**src/hdl/fpc_pkg.sv**
```systemverilog
/*
  Package for the film position panel control block: register map,
  field positions, reset values, key and mode types.
  Assumes a 10 MHz mclk and an AXI4-Lite master for software access.
*/
// Notes on behaviour
// - shifted display-select in reader view cycles timecode, film position, user bits.
// - film position view shows subframes when stopped or slow, blanks them at play.
// - film position loads from front-panel store or from a controller value.
// - displayed film position uses time code frames matching film frame rate.
// - entry only in set/hold editing; set/hold key enters; indicator flashes.
// - store writes displayed value into selected register, then leaves editing; code writes only in film position view.
// - up/down change selected digit pair; further set/hold moves focus on.
// - transport-mode key toggles online/offline; online indicator shows state.
// - online, generator follows chain master, controller or editor motion commands.
// - offline, generator ignores all remote motion commands.
// - offline, generator still obeys local motion switches.
// - follower tracks movement and updates position whether online or offline.
// - offline with a controller attached, report status as offline/local.
// - film frame rate is 24, 25 or 30 fps.
// - subframes count hundredths of a frame.
package fpc_pkg;

  // register byte offsets
  localparam logic [7:0] fpc_reg_ctrl = 8'h00;
  localparam logic [7:0] fpc_reg_keys = 8'h04;
  localparam logic [7:0] fpc_reg_status = 8'h08;
  localparam logic [7:0] fpc_reg_position = 8'h0C;
  localparam logic [7:0] fpc_reg_display = 8'h10;
  localparam logic [7:0] fpc_reg_remote_pos = 8'h14;

  // ctrl fields
  localparam int fpc_ctrl_rate_lsb = 0;
  localparam int fpc_ctrl_speed_lsb = 2;
  localparam logic [1:0] fpc_rate_reset = 2'h0;

  // keys register bits (write one to press)
  localparam int fpc_key_dsel = 0;
  localparam int fpc_key_shift = 1;
  localparam int fpc_key_set_hold = 2;
  localparam int fpc_key_store = 3;
  localparam int fpc_key_up = 4;
  localparam int fpc_key_down = 5;
  localparam int fpc_key_tran_mode = 6;

  // status bits
  localparam int fpc_st_online = 0;
  localparam int fpc_st_editing = 1;
  localparam int fpc_st_sh_led = 2;
  localparam int fpc_st_view_lsb = 3;
  localparam int fpc_st_focus_lsb = 5;
  localparam int fpc_st_local = 7;

  localparam logic [6:0] fpc_subframes = 7'h64;
  localparam logic [5:0] fpc_sec_per_min = 6'h3C;
  localparam logic [4:0] fpc_hours_per_day = 5'h18;

  // set/hold flash: half period in ms at 10 MHz
  localparam int fpc_flash_ms = 250;
  localparam int fpc_clk_khz = 10000;
  localparam int fpc_flash_cycles = fpc_flash_ms * fpc_clk_khz;
  localparam logic [1:0] fpc_focus_last = 2'h3;

  typedef enum logic [1:0] {fpc_rate_24, fpc_rate_25, fpc_rate_30} fpc_rate_t;
  typedef enum logic [1:0] {fpc_view_timecode_source, fpc_view_film, fpc_view_user_bits} fpc_view_t;
  typedef enum logic [1:0] {fpc_spd_stop, fpc_spd_slow, fpc_spd_play} fpc_speed_t;

  typedef struct packed
  {
    logic [4:0] hours;
    logic [5:0] minutes;
    logic [5:0] seconds;
    logic [4:0] frames;
    logic [6:0] subframes;
  } fpc_pos_t;

  typedef struct packed
  {
    logic valid;
    logic [2:0] cmd;
  } fpc_motion_t;

  // frames in one second for a film rate
  function automatic logic [4:0] fpc_fps(input logic [1:0] rate);
    case (rate)
      2'h1: fpc_fps = 5'h19;
      2'h2: fpc_fps = 5'h1E;
      default: fpc_fps = 5'h18;
    endcase
  endfunction

endpackage

```
**src/hdl/fpc_top.sv**
```systemverilog
/*
  Film position panel control: reader display source, set/hold editing,
  store into film position, online/offline gating of motion commands.
  Assumes an AXI4-Lite master on mclk; follower and local switch pins are
  asynchronous and are synchronised here.
*/
`timescale 1ns/1ns
`default_nettype none
module fpc_top
(
  // clock and reset
  input wire logic mclk,
  input wire logic rst_b,
  // axi4-lite write address
  input wire logic [7:0] s_axi_awaddr,
  input wire logic s_axi_awvalid,
  output logic s_axi_awready,
  // axi4-lite write data
  input wire logic [31:0] s_axi_wdata,
  input wire logic [3:0] s_axi_wstrb,
  input wire logic s_axi_wvalid,
  output logic s_axi_wready,
  // axi4-lite write response
  output logic [1:0] s_axi_bresp,
  output logic s_axi_bvalid,
  input wire logic s_axi_bready,
  // axi4-lite read address
  input wire logic [7:0] s_axi_araddr,
  input wire logic s_axi_arvalid,
  output logic s_axi_arready,
  // axi4-lite read data
  output logic [31:0] s_axi_rdata,
  output logic [1:0] s_axi_rresp,
  output logic s_axi_rvalid,
  input wire logic s_axi_rready,
  // remote motion commands (chain master, controller, editor)
  input wire fpc_pkg::fpc_motion_t remote_cmd,
  input wire logic controller_attached,
  // local motion switches (pins)
  input wire logic [2:0] local_switch,
  // follower pulses (pins)
  input wire logic follower_step,
  input wire logic follower_dir,
  // to biphase generator
  output fpc_pkg::fpc_motion_t gen_cmd,
  // indicators and display
  output logic online_led,
  output logic set_hold_led,
  output logic report_local,
  output logic [1:0] reader_view,
  output logic subframe_blank
);
  import fpc_pkg::*;

  // synchronisers for pins
  logic [2:0] sw_meta;
  logic [2:0] sw_sync;
  logic [1:0] fol_meta;
  logic [1:0] fol_sync;
  logic step_prev;
  logic step_pulse;

  always_ff @(posedge mclk or negedge rst_b)
  begin
    if (!rst_b)
    begin
      sw_meta <= 3'h0;
      sw_sync <= 3'h0;
      fol_meta <= 2'h0;
      fol_sync <= 2'h0;
      step_prev <= 1'b0;
    end
    else
    begin
      sw_meta <= local_switch;
      sw_sync <= sw_meta;
      fol_meta <= {follower_dir, follower_step};
      fol_sync <= fol_meta;
      step_prev <= fol_sync[0];
    end
  end

  assign step_pulse = fol_sync[0] && !step_prev;

  // axi4-lite slave
  logic aw_held;
  logic w_held;
  logic [7:0] aw_addr;
  logic [31:0] w_data;
  logic [3:0] w_strb;
  logic wr_fire;
  logic wr_ok;

  assign s_axi_awready = !aw_held && !s_axi_bvalid;
  assign s_axi_wready = !w_held && !s_axi_bvalid;
  assign wr_fire = aw_held && w_held && !s_axi_bvalid;
  assign wr_ok = aw_addr == fpc_reg_ctrl || aw_addr == fpc_reg_keys || aw_addr == fpc_reg_remote_pos;

  always_ff @(posedge mclk or negedge rst_b)
  begin
    if (!rst_b)
    begin
      aw_held <= 1'b0;
      w_held <= 1'b0;
      aw_addr <= 8'h00;
      w_data <= 32'h0000_0000;
      w_strb <= 4'h0;
      s_axi_bvalid <= 1'b0;
      s_axi_bresp <= 2'h0;
    end
    else
    begin
      if (s_axi_awvalid && s_axi_awready)
      begin
        aw_held <= 1'b1;
        aw_addr <= s_axi_awaddr;
      end
      if (s_axi_wvalid && s_axi_wready)
      begin
        w_held <= 1'b1;
        w_data <= s_axi_wdata;
        w_strb <= s_axi_wstrb;
      end
      if (wr_fire)
      begin
        aw_held <= 1'b0;
        w_held <= 1'b0;
        s_axi_bvalid <= 1'b1;
        s_axi_bresp <= wr_ok ? 2'h0 : 2'h2;
      end
      else if (s_axi_bvalid && s_axi_bready)
        s_axi_bvalid <= 1'b0;
    end
  end

  // key presses are one-cycle strobes from a write to the keys register
  logic keys_wr;
  logic [6:0] key;
  assign keys_wr = wr_fire && aw_addr == fpc_reg_keys && w_strb[0];
  assign key = keys_wr ? w_data[6:0] : 7'h00;

  // control register
  logic [1:0] rate;
  logic [1:0] speed;
  always_ff @(posedge mclk or negedge rst_b)
  begin
    if (!rst_b)
    begin
      rate <= fpc_rate_reset;
      speed <= fpc_spd_stop;
    end
    else if (wr_fire && aw_addr == fpc_reg_ctrl && w_strb[0])
    begin
      // 24, 25 or 30 only; an illegal code keeps the old rate
      if (w_data[fpc_ctrl_rate_lsb +: 2] != 2'h3)
        rate <= w_data[fpc_ctrl_rate_lsb +: 2];
      speed <= w_data[fpc_ctrl_speed_lsb +: 2];
    end
  end

  // online/offline
  logic online;
  always_ff @(posedge mclk or negedge rst_b)
  begin
    if (!rst_b)
      online <= 1'b1;
    else if (key[fpc_key_tran_mode])
      online <= !online;
  end

  // reader display selection
  always_ff @(posedge mclk or negedge rst_b)
  begin
    if (!rst_b)
      reader_view <= fpc_view_timecode_source;
    else if (key[fpc_key_dsel] && key[fpc_key_shift])
    begin
      case (reader_view)
        fpc_view_timecode_source: reader_view <= fpc_view_film;
        fpc_view_film: reader_view <= fpc_view_user_bits;
        default: reader_view <= fpc_view_timecode_source;
      endcase
    end
  end

  // set/hold editing
  typedef enum logic {fpc_idle, fpc_edit} fpc_edit_state_t;
  fpc_edit_state_t edit_state;
  logic [1:0] focus;
  fpc_pos_t edit_val;
  fpc_pos_t pos;
  logic [4:0] fps;
  logic store_now;
  logic remote_load;
  assign fps = fpc_fps(rate);
  assign store_now = edit_state == fpc_edit && key[fpc_key_store] && reader_view == fpc_view_film;
  assign remote_load = wr_fire && aw_addr == fpc_reg_remote_pos;

  always_ff @(posedge mclk or negedge rst_b)
  begin
    if (!rst_b)
    begin
      edit_state <= fpc_idle;
      focus <= 2'h0;
    end
    else
    begin
      case (edit_state)
        fpc_idle:
          if (key[fpc_key_set_hold])
          begin
            edit_state <= fpc_edit;
            focus <= 2'h0;
          end
        fpc_edit:
          if (key[fpc_key_store])
            edit_state <= fpc_idle;
          else if (key[fpc_key_set_hold])
            focus <= (focus == fpc_focus_last) ? 2'h0 : focus + 2'h1;
        default: edit_state <= fpc_idle;
      endcase
    end
  end

  // edit value: captured on entry, stepped by up/down within its digit pair
  always_ff @(posedge mclk or negedge rst_b)
  begin
    if (!rst_b)
      edit_val <= '0;
    else if (edit_state == fpc_idle)
    begin
      edit_val <= pos;
      edit_val.subframes <= 7'h00;
    end
    else if (key[fpc_key_up] ^ key[fpc_key_down])
    begin
      case (focus)
        2'h0: edit_val.hours <= key[fpc_key_up] ?
          ((edit_val.hours == fpc_hours_per_day - 5'h01) ? 5'h00 : edit_val.hours + 5'h01) :
          ((edit_val.hours == 5'h00) ? fpc_hours_per_day - 5'h01 : edit_val.hours - 5'h01);
        2'h1: edit_val.minutes <= key[fpc_key_up] ?
          ((edit_val.minutes == fpc_sec_per_min - 6'h01) ? 6'h00 : edit_val.minutes + 6'h01) :
          ((edit_val.minutes == 6'h00) ? fpc_sec_per_min - 6'h01 : edit_val.minutes - 6'h01);
        2'h2: edit_val.seconds <= key[fpc_key_up] ?
          ((edit_val.seconds == fpc_sec_per_min - 6'h01) ? 6'h00 : edit_val.seconds + 6'h01) :
          ((edit_val.seconds == 6'h00) ? fpc_sec_per_min - 6'h01 : edit_val.seconds - 6'h01);
        default: edit_val.frames <= key[fpc_key_up] ?
          ((edit_val.frames >= fps - 5'h01) ? 5'h00 : edit_val.frames + 5'h01) :
          ((edit_val.frames == 5'h00) ? fps - 5'h01 : edit_val.frames - 5'h01);
      endcase
    end
  end

  // set/hold indicator flashes while editing
  logic [21:0] flash_cnt;
  logic flash;
  always_ff @(posedge mclk or negedge rst_b)
  begin
    if (!rst_b)
    begin
      flash_cnt <= 22'h00_0000;
      flash <= 1'b0;
    end
    else if (edit_state != fpc_edit)
    begin
      flash_cnt <= 22'h00_0000;
      flash <= 1'b0;
    end
    else if (flash_cnt == 22'(fpc_flash_cycles - 1))
    begin
      flash_cnt <= 22'h00_0000;
      flash <= !flash;
    end
    else
      flash_cnt <= flash_cnt + 22'h00_0001;
  end
  assign set_hold_led = edit_state == fpc_edit && !flash;

  // film position; panel store has priority over a remote value
  fpc_pos_t load_pos;
  fpc_pos_t remote_pos;
  always_comb
  begin
    remote_pos = w_data[28:0];
    load_pos = store_now ? edit_val : remote_pos;
  end

  fpc_pos_counter u_pos
  (
    .mclk(mclk),
    .rst_b(rst_b),
    .step(step_pulse),
    .dir_fwd(fol_sync[1]),
    .rate(rate),
    .load(store_now || remote_load),
    .load_pos(load_pos),
    .pos(pos)
  );

  // motion command gating
  always_ff @(posedge mclk or negedge rst_b)
  begin
    if (!rst_b)
      gen_cmd <= '0;
    else if (online)
      gen_cmd <= remote_cmd;
    else
    begin
      // remote commands are dropped; local switches drive the generator
      gen_cmd.valid <= sw_sync != 3'h0;
      gen_cmd.cmd <= sw_sync;
    end
  end

  assign online_led = online;
  assign report_local = !online && controller_attached;
  assign subframe_blank = reader_view == fpc_view_film && speed == fpc_spd_play;

  // read channel
  logic [31:0] rd_data;
  logic rd_ok;
  always_comb
  begin
    rd_data = 32'h0000_0000;
    rd_ok = 1'b1;
    case (s_axi_araddr)
      fpc_reg_ctrl: rd_data = {28'h000_0000, speed, rate};
      fpc_reg_keys: rd_data = 32'h0000_0000;
      fpc_reg_status: rd_data = {24'h00_0000, report_local, focus, reader_view,
        set_hold_led, edit_state == fpc_edit, online};
      fpc_reg_position: rd_data = {3'h0, pos};
      fpc_reg_display: rd_data = edit_state == fpc_edit ? {3'h0, edit_val} :
        {3'h0, pos[28:7], subframe_blank ? 7'h00 : pos.subframes};
      fpc_reg_remote_pos: rd_data = {3'h0, pos};
      default: rd_ok = 1'b0;
    endcase
  end

  assign s_axi_arready = !s_axi_rvalid;
  always_ff @(posedge mclk or negedge rst_b)
  begin
    if (!rst_b)
    begin
      s_axi_rvalid <= 1'b0;
      s_axi_rdata <= 32'h0000_0000;
      s_axi_rresp <= 2'h0;
    end
    else if (s_axi_arvalid && s_axi_arready)
    begin
      s_axi_rvalid <= 1'b1;
      s_axi_rdata <= rd_data;
      s_axi_rresp <= rd_ok ? 2'h0 : 2'h2;
    end
    else if (s_axi_rready)
      s_axi_rvalid <= 1'b0;
  end

endmodule
`default_nettype wire

```
**src/hdl/fpc_pos_counter.sv**
```systemverilog
/*
  Film position counter: steps one subframe per follower pulse with
  rollover through frames, seconds, minutes and hours; loadable.
  Assumes step and direction are already synchronous to mclk.
*/
`timescale 1ns/1ns
`default_nettype none
module fpc_pos_counter
(
  // clock and reset
  input wire logic mclk,
  input wire logic rst_b,
  // follower steps
  input wire logic step,
  input wire logic dir_fwd,
  input wire logic [1:0] rate,
  // load
  input wire logic load,
  input wire fpc_pkg::fpc_pos_t load_pos,
  // position
  output fpc_pkg::fpc_pos_t pos
);
  import fpc_pkg::*;

  fpc_pos_t next_pos;
  logic [4:0] fps;

  always_comb
  begin
    fps = fpc_fps(rate);
    next_pos = pos;
    if (dir_fwd)
    begin
      if (pos.subframes != fpc_subframes - 7'h01)
        next_pos.subframes = pos.subframes + 7'h01;
      else
      begin
        next_pos.subframes = 7'h00;
        if (pos.frames < fps - 5'h01)
          next_pos.frames = pos.frames + 5'h01;
        else
        begin
          next_pos.frames = 5'h00;
          if (pos.seconds != fpc_sec_per_min - 6'h01)
            next_pos.seconds = pos.seconds + 6'h01;
          else
          begin
            next_pos.seconds = 6'h00;
            if (pos.minutes != fpc_sec_per_min - 6'h01)
              next_pos.minutes = pos.minutes + 6'h01;
            else
            begin
              next_pos.minutes = 6'h00;
              next_pos.hours = (pos.hours == fpc_hours_per_day - 5'h01) ? 5'h00 : pos.hours + 5'h01;
            end
          end
        end
      end
    end
    else
    begin
      if (pos.subframes != 7'h00)
        next_pos.subframes = pos.subframes - 7'h01;
      else
      begin
        next_pos.subframes = fpc_subframes - 7'h01;
        if (pos.frames != 5'h00)
          next_pos.frames = pos.frames - 5'h01;
        else
        begin
          next_pos.frames = fps - 5'h01;
          if (pos.seconds != 6'h00)
            next_pos.seconds = pos.seconds - 6'h01;
          else
          begin
            next_pos.seconds = fpc_sec_per_min - 6'h01;
            if (pos.minutes != 6'h00)
              next_pos.minutes = pos.minutes - 6'h01;
            else
            begin
              next_pos.minutes = fpc_sec_per_min - 6'h01;
              next_pos.hours = (pos.hours == 5'h00) ? fpc_hours_per_day - 5'h01 : pos.hours - 5'h01;
            end
          end
        end
      end
    end
  end

  // a load takes priority over a step in the same cycle
  always_ff @(posedge mclk or negedge rst_b)
  begin
    if (!rst_b)
      pos <= '0;
    else if (load)
      pos <= load_pos;
    else if (step)
      pos <= next_pos;
  end

endmodule
`default_nettype wire

```
**config.mk**
```make
export PLATFORM = sky130hd
export DESIGN_NAME = fpc_top
export DESIGN_NICKNAME = d
export VERILOG_FILES = /design/src/hdl/fpc_pkg.sv /design/src/hdl/fpc_top.sv /design/src/hdl/fpc_pos_counter.sv
export SDC_FILE = /design/constraint.sdc
export NUM_CORES = 1
export LEC_CHECK = 0
export ABC_CLOCK_PERIOD_IN_PS = 2400
export BUFFER_PORTS_ARGS = -buffer_cell sky130_fd_sc_hd__buf_2
export CAP_MARGIN = 20
export CORE_ASPECT_RATIO = 1.4
export CORE_MARGIN = 5
export CORE_UTILIZATION = 54
export DETAILED_ROUTE_END_ITERATION = 12
export PLACE_DENSITY = 0.78
export SLEW_MARGIN = 20
export SYNTH_ARGS = -nofsm -noshare
export SYNTH_HDL_FRONTEND = slang
export SYNTH_SLANG_ARGS = --single-unit
export TNS_END_PERCENT = 20
```
**constraint.sdc**
```tcl
create_clock -name mclk -period 2.4 [get_ports mclk]
set_input_delay 0.48 -clock mclk [delete_from_list [all_inputs] [get_ports mclk]]
set_output_delay 0.48 -clock mclk [all_outputs]
set_load 0.005 [all_outputs]
```
Word-level counts from Yosys, hierarchy flattened. Cells that the tools add are included.

Bits in registers: 177. Input port bits: 69. Logic and storage cells: 231.

Add/subtract/negate cells: 21. Order comparisons: 2. Equal/unequal tests: 40. Muxes and demuxes: 70. Bitwise logic cells: 2. Reduce and logical (&&, ||, !) cells: 62.

Operator list (count): 2-to-1 mux 29 bit (5); 2-to-1 mux 22 bit (6); case mux 32 bit (4 select lines) (1); 2-to-1 mux 6 bit (12); 2-to-1 mux 5 bit (14); 2-to-1 mux 17 bit (2); 2-to-1 mux 7 bit (4); adder 6 x 1 -> 6 bit, second input constant (4); == test 8 x 5 -> 1 bit, second input constant (3); != test 3 x 2 -> 1 bit, second input constant (8); subtractor 6 x 1 -> 6 bit, second input constant (4); adder 22 x 1 -> 22 bit, second input constant (1); == test 22 bit, second input constant (1); 2-to-1 mux 11 bit (2); adder 5 x 1 -> 5 bit, second input constant (4); logical AND 1 bit (20); subtractor 5 x 1 -> 5 bit, second input constant (4); == test 8 x 3 -> 1 bit, second input constant (2); == test 8 x 4 -> 1 bit, second input constant (2); zero test 8 bit (2); zero test 5 bit (3); 2-to-1 mux 1 bit (13); == test 6 bit, second input constant (2); zero test 6 bit (2); other kinds (36) (76).

Logic depth before layout (Yosys ltp).
Depth in word-level cells: 10. Mapped depth: 10. Depth with buffers taken out: 10.

Hierarchy. Synthesis repeated with hierarchy kept, for this count alone.

Cells, all modules: 1116. Area total of the unflattened synthesis: 10397.5 µm².

By module, submodules not included: fpc_top (instances 1, cells an instance 758, area each 7572.3 µm²); fpc_pos_counter (instances 1, cells an instance 358, area each 2825.2 µm²).

Worst setup path after synthesis. OpenSTA, ideal clock, no wires.

Path kind: reg-to-reg. Start: register u_pos.pos[7] (netlist name). End: register u_pos.pos[26] (netlist name). Setup time: 125 ps. Arrival: 2361 ps. Data required time: 2275 ps. Setup slack: -85 ps. Stages on the path, launching flop included: 8. Path buffers: 0. Period minus slack after synthesis: 2485 ps. Path through: dfrtp_1 > inv_1 > ha_1 > or4b_2 > nor4_1 > a32oi_1 > o21ai_2 > mux2_2.

Cells in the longest elaborated chain, start to end: 3. Elaborated cells on any way between the ends: 5. Classes of those cells: order compare: 1; eq/ne: 2; reduce/logical: 2.

RTL lines (line): less-than comparator 5 bit / nonzero test 5 bit (equally long branches) (fpc_pos_counter.sv:39, fpc_pos_counter.sv:67); != test 3 x 2 -> 1 bit (no line); AND reduction 9 bit (no line) *.

Every way passes the cells marked *; elsewhere a longest branch is shown, timed or not. A chain may end at the register's enable or synchronous reset.

Worst setup path in the final report.
Start: register aw_addr[5]. End: register u_pos.pos[9] (netlist name).

Cells in the longest elaborated chain, start to end: 9. Elaborated cells on any way between the ends: 15. Classes of those cells: eq/ne: 4; mux: 3; reduce/logical: 8.

RTL lines: start, declared (line fpc_top.sv:88) `logic [7:0] aw_addr;`; start signal, assigned (line fpc_top.sv:116) `aw_addr <= s_axi_awaddr;`; == test 8 x 3 -> 1 bit (line fpc_top.sv:139) `assign keys_wr = wr_fire && aw_addr == fpc_reg_keys && w_strb[0];`; logical AND 1 bit (2 in a row) (line fpc_top.sv:139); 2-to-1 mux 7 bit (line fpc_top.sv:140) `assign key = keys_wr ? w_data[6:0] : 7'h00;`; logical AND 1 bit (2 in a row) (line fpc_top.sv:196) `assign store_now = edit_state == fpc_edit && key[fpc_key_store] && reader_view == fpc_view_film;`; logical OR 1 bit (line fpc_top.sv:295) `.load(store_now || remote_load),`; != test 3 x 2 -> 1 bit (no line) / nonzero test 2 bit (equally long branches); AND reduction 3 bit (no line).

Parallel ways exist; a longest one is shown, timed or not.

==> results.py <==
metrics = {
    "logic_synthesis": {
        "synth-seq-cells": 172,
        "synth-seq-area-share_pct": 41.6,
        "synth_area_mm2": 0.0103,
        "yosysTopAreaCell": "dfrtp_1",
        "ys_types": 79,
        "yosysWarnings": 0,
        "postSynthCellCount": 1140,
        "synth_area_leaders": "dfrtp_1, mux2_2, nand2_1",
        "avgSynthCellArea_um2": 9.07,
        "async_flop_share_pct": 100,
        "synth_top_area_share_pct": 41.4,
        "synth-main-ff-cell": "dfrtp_1",
        "synth_edf_count": 0,
    },
    "cts": {
        "cts_buffers": 17,
        "cts_sinks": 172,
        "root_buffer": "clkbuf_16",
        "cts_tree": "built",
        "clockBufferDepth": 2,
        "cts-htree-levels": 4,
        "clk_latency_ps": 440,
        "clk_pin_slew_worst_paths_ps": 70,
    },
    "timing": {
        "timing.final.crit_share_pct": 99.8,
        "rsz0062_at_grt": "yes",
        "worst_pin_slew_ps": 596,
        "fin_ws_ps": 5.32,
        "slew_headroom_pct": 60.1,
        "fmax_mhz": 418,
        "layout_min_cycle_time_ps": 2390,
        "setup_viol": 0,
        "worst_clock_skew_ps": 10.9,
        "report.final.slew_viol_count": 0,
        "timing.final.hold_violations": 0,
    },
    "route": {
        "drc": 0,
        "wl_um": 30000,
        "wire_per_inst_um": 19.3,
        "num_vias": 9649,
        "drtIter0Drc": 1024,
        "final_antenna_net_count": 0,
        "via_per_inst": 6.20,
        "drt_first_pass_iters": 6,
    },
    "critical_path": {
        "critPathCaptureType": "register",
        "slowest_delay_ps": 580,
        "crit_chain": "or4_4 -> buf_6 -> nor4_4 -> buf_4 -> a211o_1 -> or4bb_1 -> a31oi_1 -> a21oi_1",
        "critPathLaunchType": "register",
        "path_class": "register to register",
        "worst-path-buf-inv": 2,
        "critPathMaxFanout": 3,
        "worst_path_max_delay_cell": "or4_4",
        "cp_data_arrival_time_ps": 2710,
        "critical_path_required_ps": 2710,
        "cp_top_family": "simple AND/OR/NAND/NOR gates",
    },
    "global_routing": {
        "grt_pass1_wl_um": 48100,
        "grt_max_degree": 53,
        "grt_pass1_vias": 9605,
        "gr-total-overflow": 0,
        "track_usage_pct": 27.2,
        "antenna_found_initial": 0,
    },
    "layout": {
        "nNetsFinal": 1397,
        "layout_commonest_cell": "dfrtp_1",
        "most-common-layout-cells": "dfrtp_1, nand2_1, buf_2",
        "fin_area_mm2": 0.0125,
        "diodes": 0,
        "fillers": 1559,
        "areaGrowthSynthToFinish_pct": 21.0,
        "drive_gt1_share_pct": 25.5,
    },
    "floorplan": {
        "start_util_pct": 54.2,
        "core_mm2": 0.0191,
        "die_y_um": 174,
        "core.rowCount": 60,
        "die-area_mm2": 0.0221,
        "fp.dieW_um": 127,
        "ios": 120,
    },
    "place": {
        "gp_congestion": 0.948,
        "dp_hpwl_um": 21700,
        "pre_cts_ws_ps": -98.7,
        "placed_area_mm2": 0.0118,
        "portBuffers": 108,
    },
    "job": {
        "cap_violations": 0,
    },
    "outcome": {
        "status": "complete, no violations",
    },
    "hold_path": {
        "holdCritPathClass": "input pin to register",
    },
    "power": {
        "p_leak_nw": 5.50,
        "finalPower_mw": 11.9,
        "max-vdd-ir-drop_uv": 611,
        "power_density_mw_per_mm2": 954,
    },
}
[stage by stage]
stage	hold WS, ps	utilization, %	setup TNS [ps]	std cells
floorplan	184	-	0	1144
global placement	332	61.7	-257	1520
detailed placement	335	61.7	-934	1520
CTS	136	64.9	0	1554
global route	135	65.6	-513	1556
finish	149	65.6	0	1556
[final cells by class]
class | instances | area [µm²] | area share (%)
Multi-Input combinational cell | 848 | 5700 | 45.6
Sequential cell | 172 | 4310 | 34.4
Timing Repair Buffer | 214 | 1480 | 11.8
Clock buffer | 18 | 429 | 3.43
Tap cell | 248 | 310 | 2.48
Inverter | 43 | 164 | 1.31
Clock inverter | 13 | 119 | 0.950
[path summary, 6_finish.rpt]
check | from | endpoint | slack, ps | cells after the start
min | follower_step | fol_meta[0] | 150 | 1
max | aw_addr[5] | u_pos.pos[9] | 5 | 8
max in group asynchronous | rst_b | online_led | 1130 | 3
min in group asynchronous | rst_b | s_axi_rdata[20] | 550 | 2
min reg2reg | fol_meta[0] | fol_sync[0] | 350 | 0
max reg2reg | aw_addr[5] | u_pos.pos[9] | 5 | 8
[per-layer routing]
layer  GRT usage [%]  up-vias  wire length, µm
li1                -     4419                -
met1            30.6     4718            11000
met2            48.3      410            15700
met3            4.65      102             1780
met4            15.1        0             1490
met5               0        -                0
[kinds of logic (layout without fill, tap and decap cells)]
kind of cell	Yosys count	in the layout	share of synthesized area, %
XOR/XNOR	55	55	4.66
multiplexers	67	67	7.30
flip-flops	172	172	41.6
AND/OR/NAND/NOR	400	400	19.1
AO/OA/AOI/OAI	289	289	18.5
adder cells (fa/ha/maj)	32	32	3.87
buffers and inverters	124	288	4.95
other	1	5	0.0363
[repair_timing]
item / in CTS / in global routing
gates resized for setup: 10 / 29
gates cloned: 0 / 0
hold buffers: 1 / 0
buffers inserted: 2 / 2
endpoints found under the hold margin: 12 / 0
setup endpoints to repair: 24 / 35
pin swaps: 6 / 8
[registers in the layout, summed over array words and instances, names as in the netlist, 3 cells and up]
signal,cells
s_axi_rdata,29
u_pos.pos,29
w_data,29
edit_val,22
flash_cnt,22
aw_addr,8
gen_cmd,4
sw_meta,3
sw_sync,3
[Yosys cell counts, types with 6 or more instances]
| cell type | count |
|---|---|
| dfrtp_1 | 171 |
| nand2_1 | 113 |
| nor2_1 | 98 |
| o21ai_0 | 83 |
| clkbuf_1 | 61 |
| a21oi_1 | 49 |
| nand3_1 | 48 |
| mux2_2 | 47 |
| inv_1 | 41 |
| a22oi_1 | 35 |
| ha_1 | 32 |
| nor3_1 | 29 |
| xnor2_1 | 28 |
| xor2_1 | 27 |
| nand4_1 | 18 |
| mux2i_1 | 15 |
| o211ai_1 | 15 |
| a31oi_1 | 13 |
| and3_1 | 13 |
| nor4_1 | 13 |
| nand2b_1 | 12 |
| buf_2 | 10 |
| o21a_1 | 10 |
| nor2b_1 | 8 |
| a211oi_1 | 7 |
| a21o_1 | 7 |
| nor3b_1 | 6 |
| o31ai_1 | 6 |
[power breakdown]
part           leakage, nW  internal, mW  switching, mW  total [mW]
Combinational         3.01          2.30           2.55        4.85
Clock                0.259          1.43           1.17        2.60
Sequential            2.22          3.60          0.890        4.49
No activity file was read; power rests on OpenSTA's default activity.
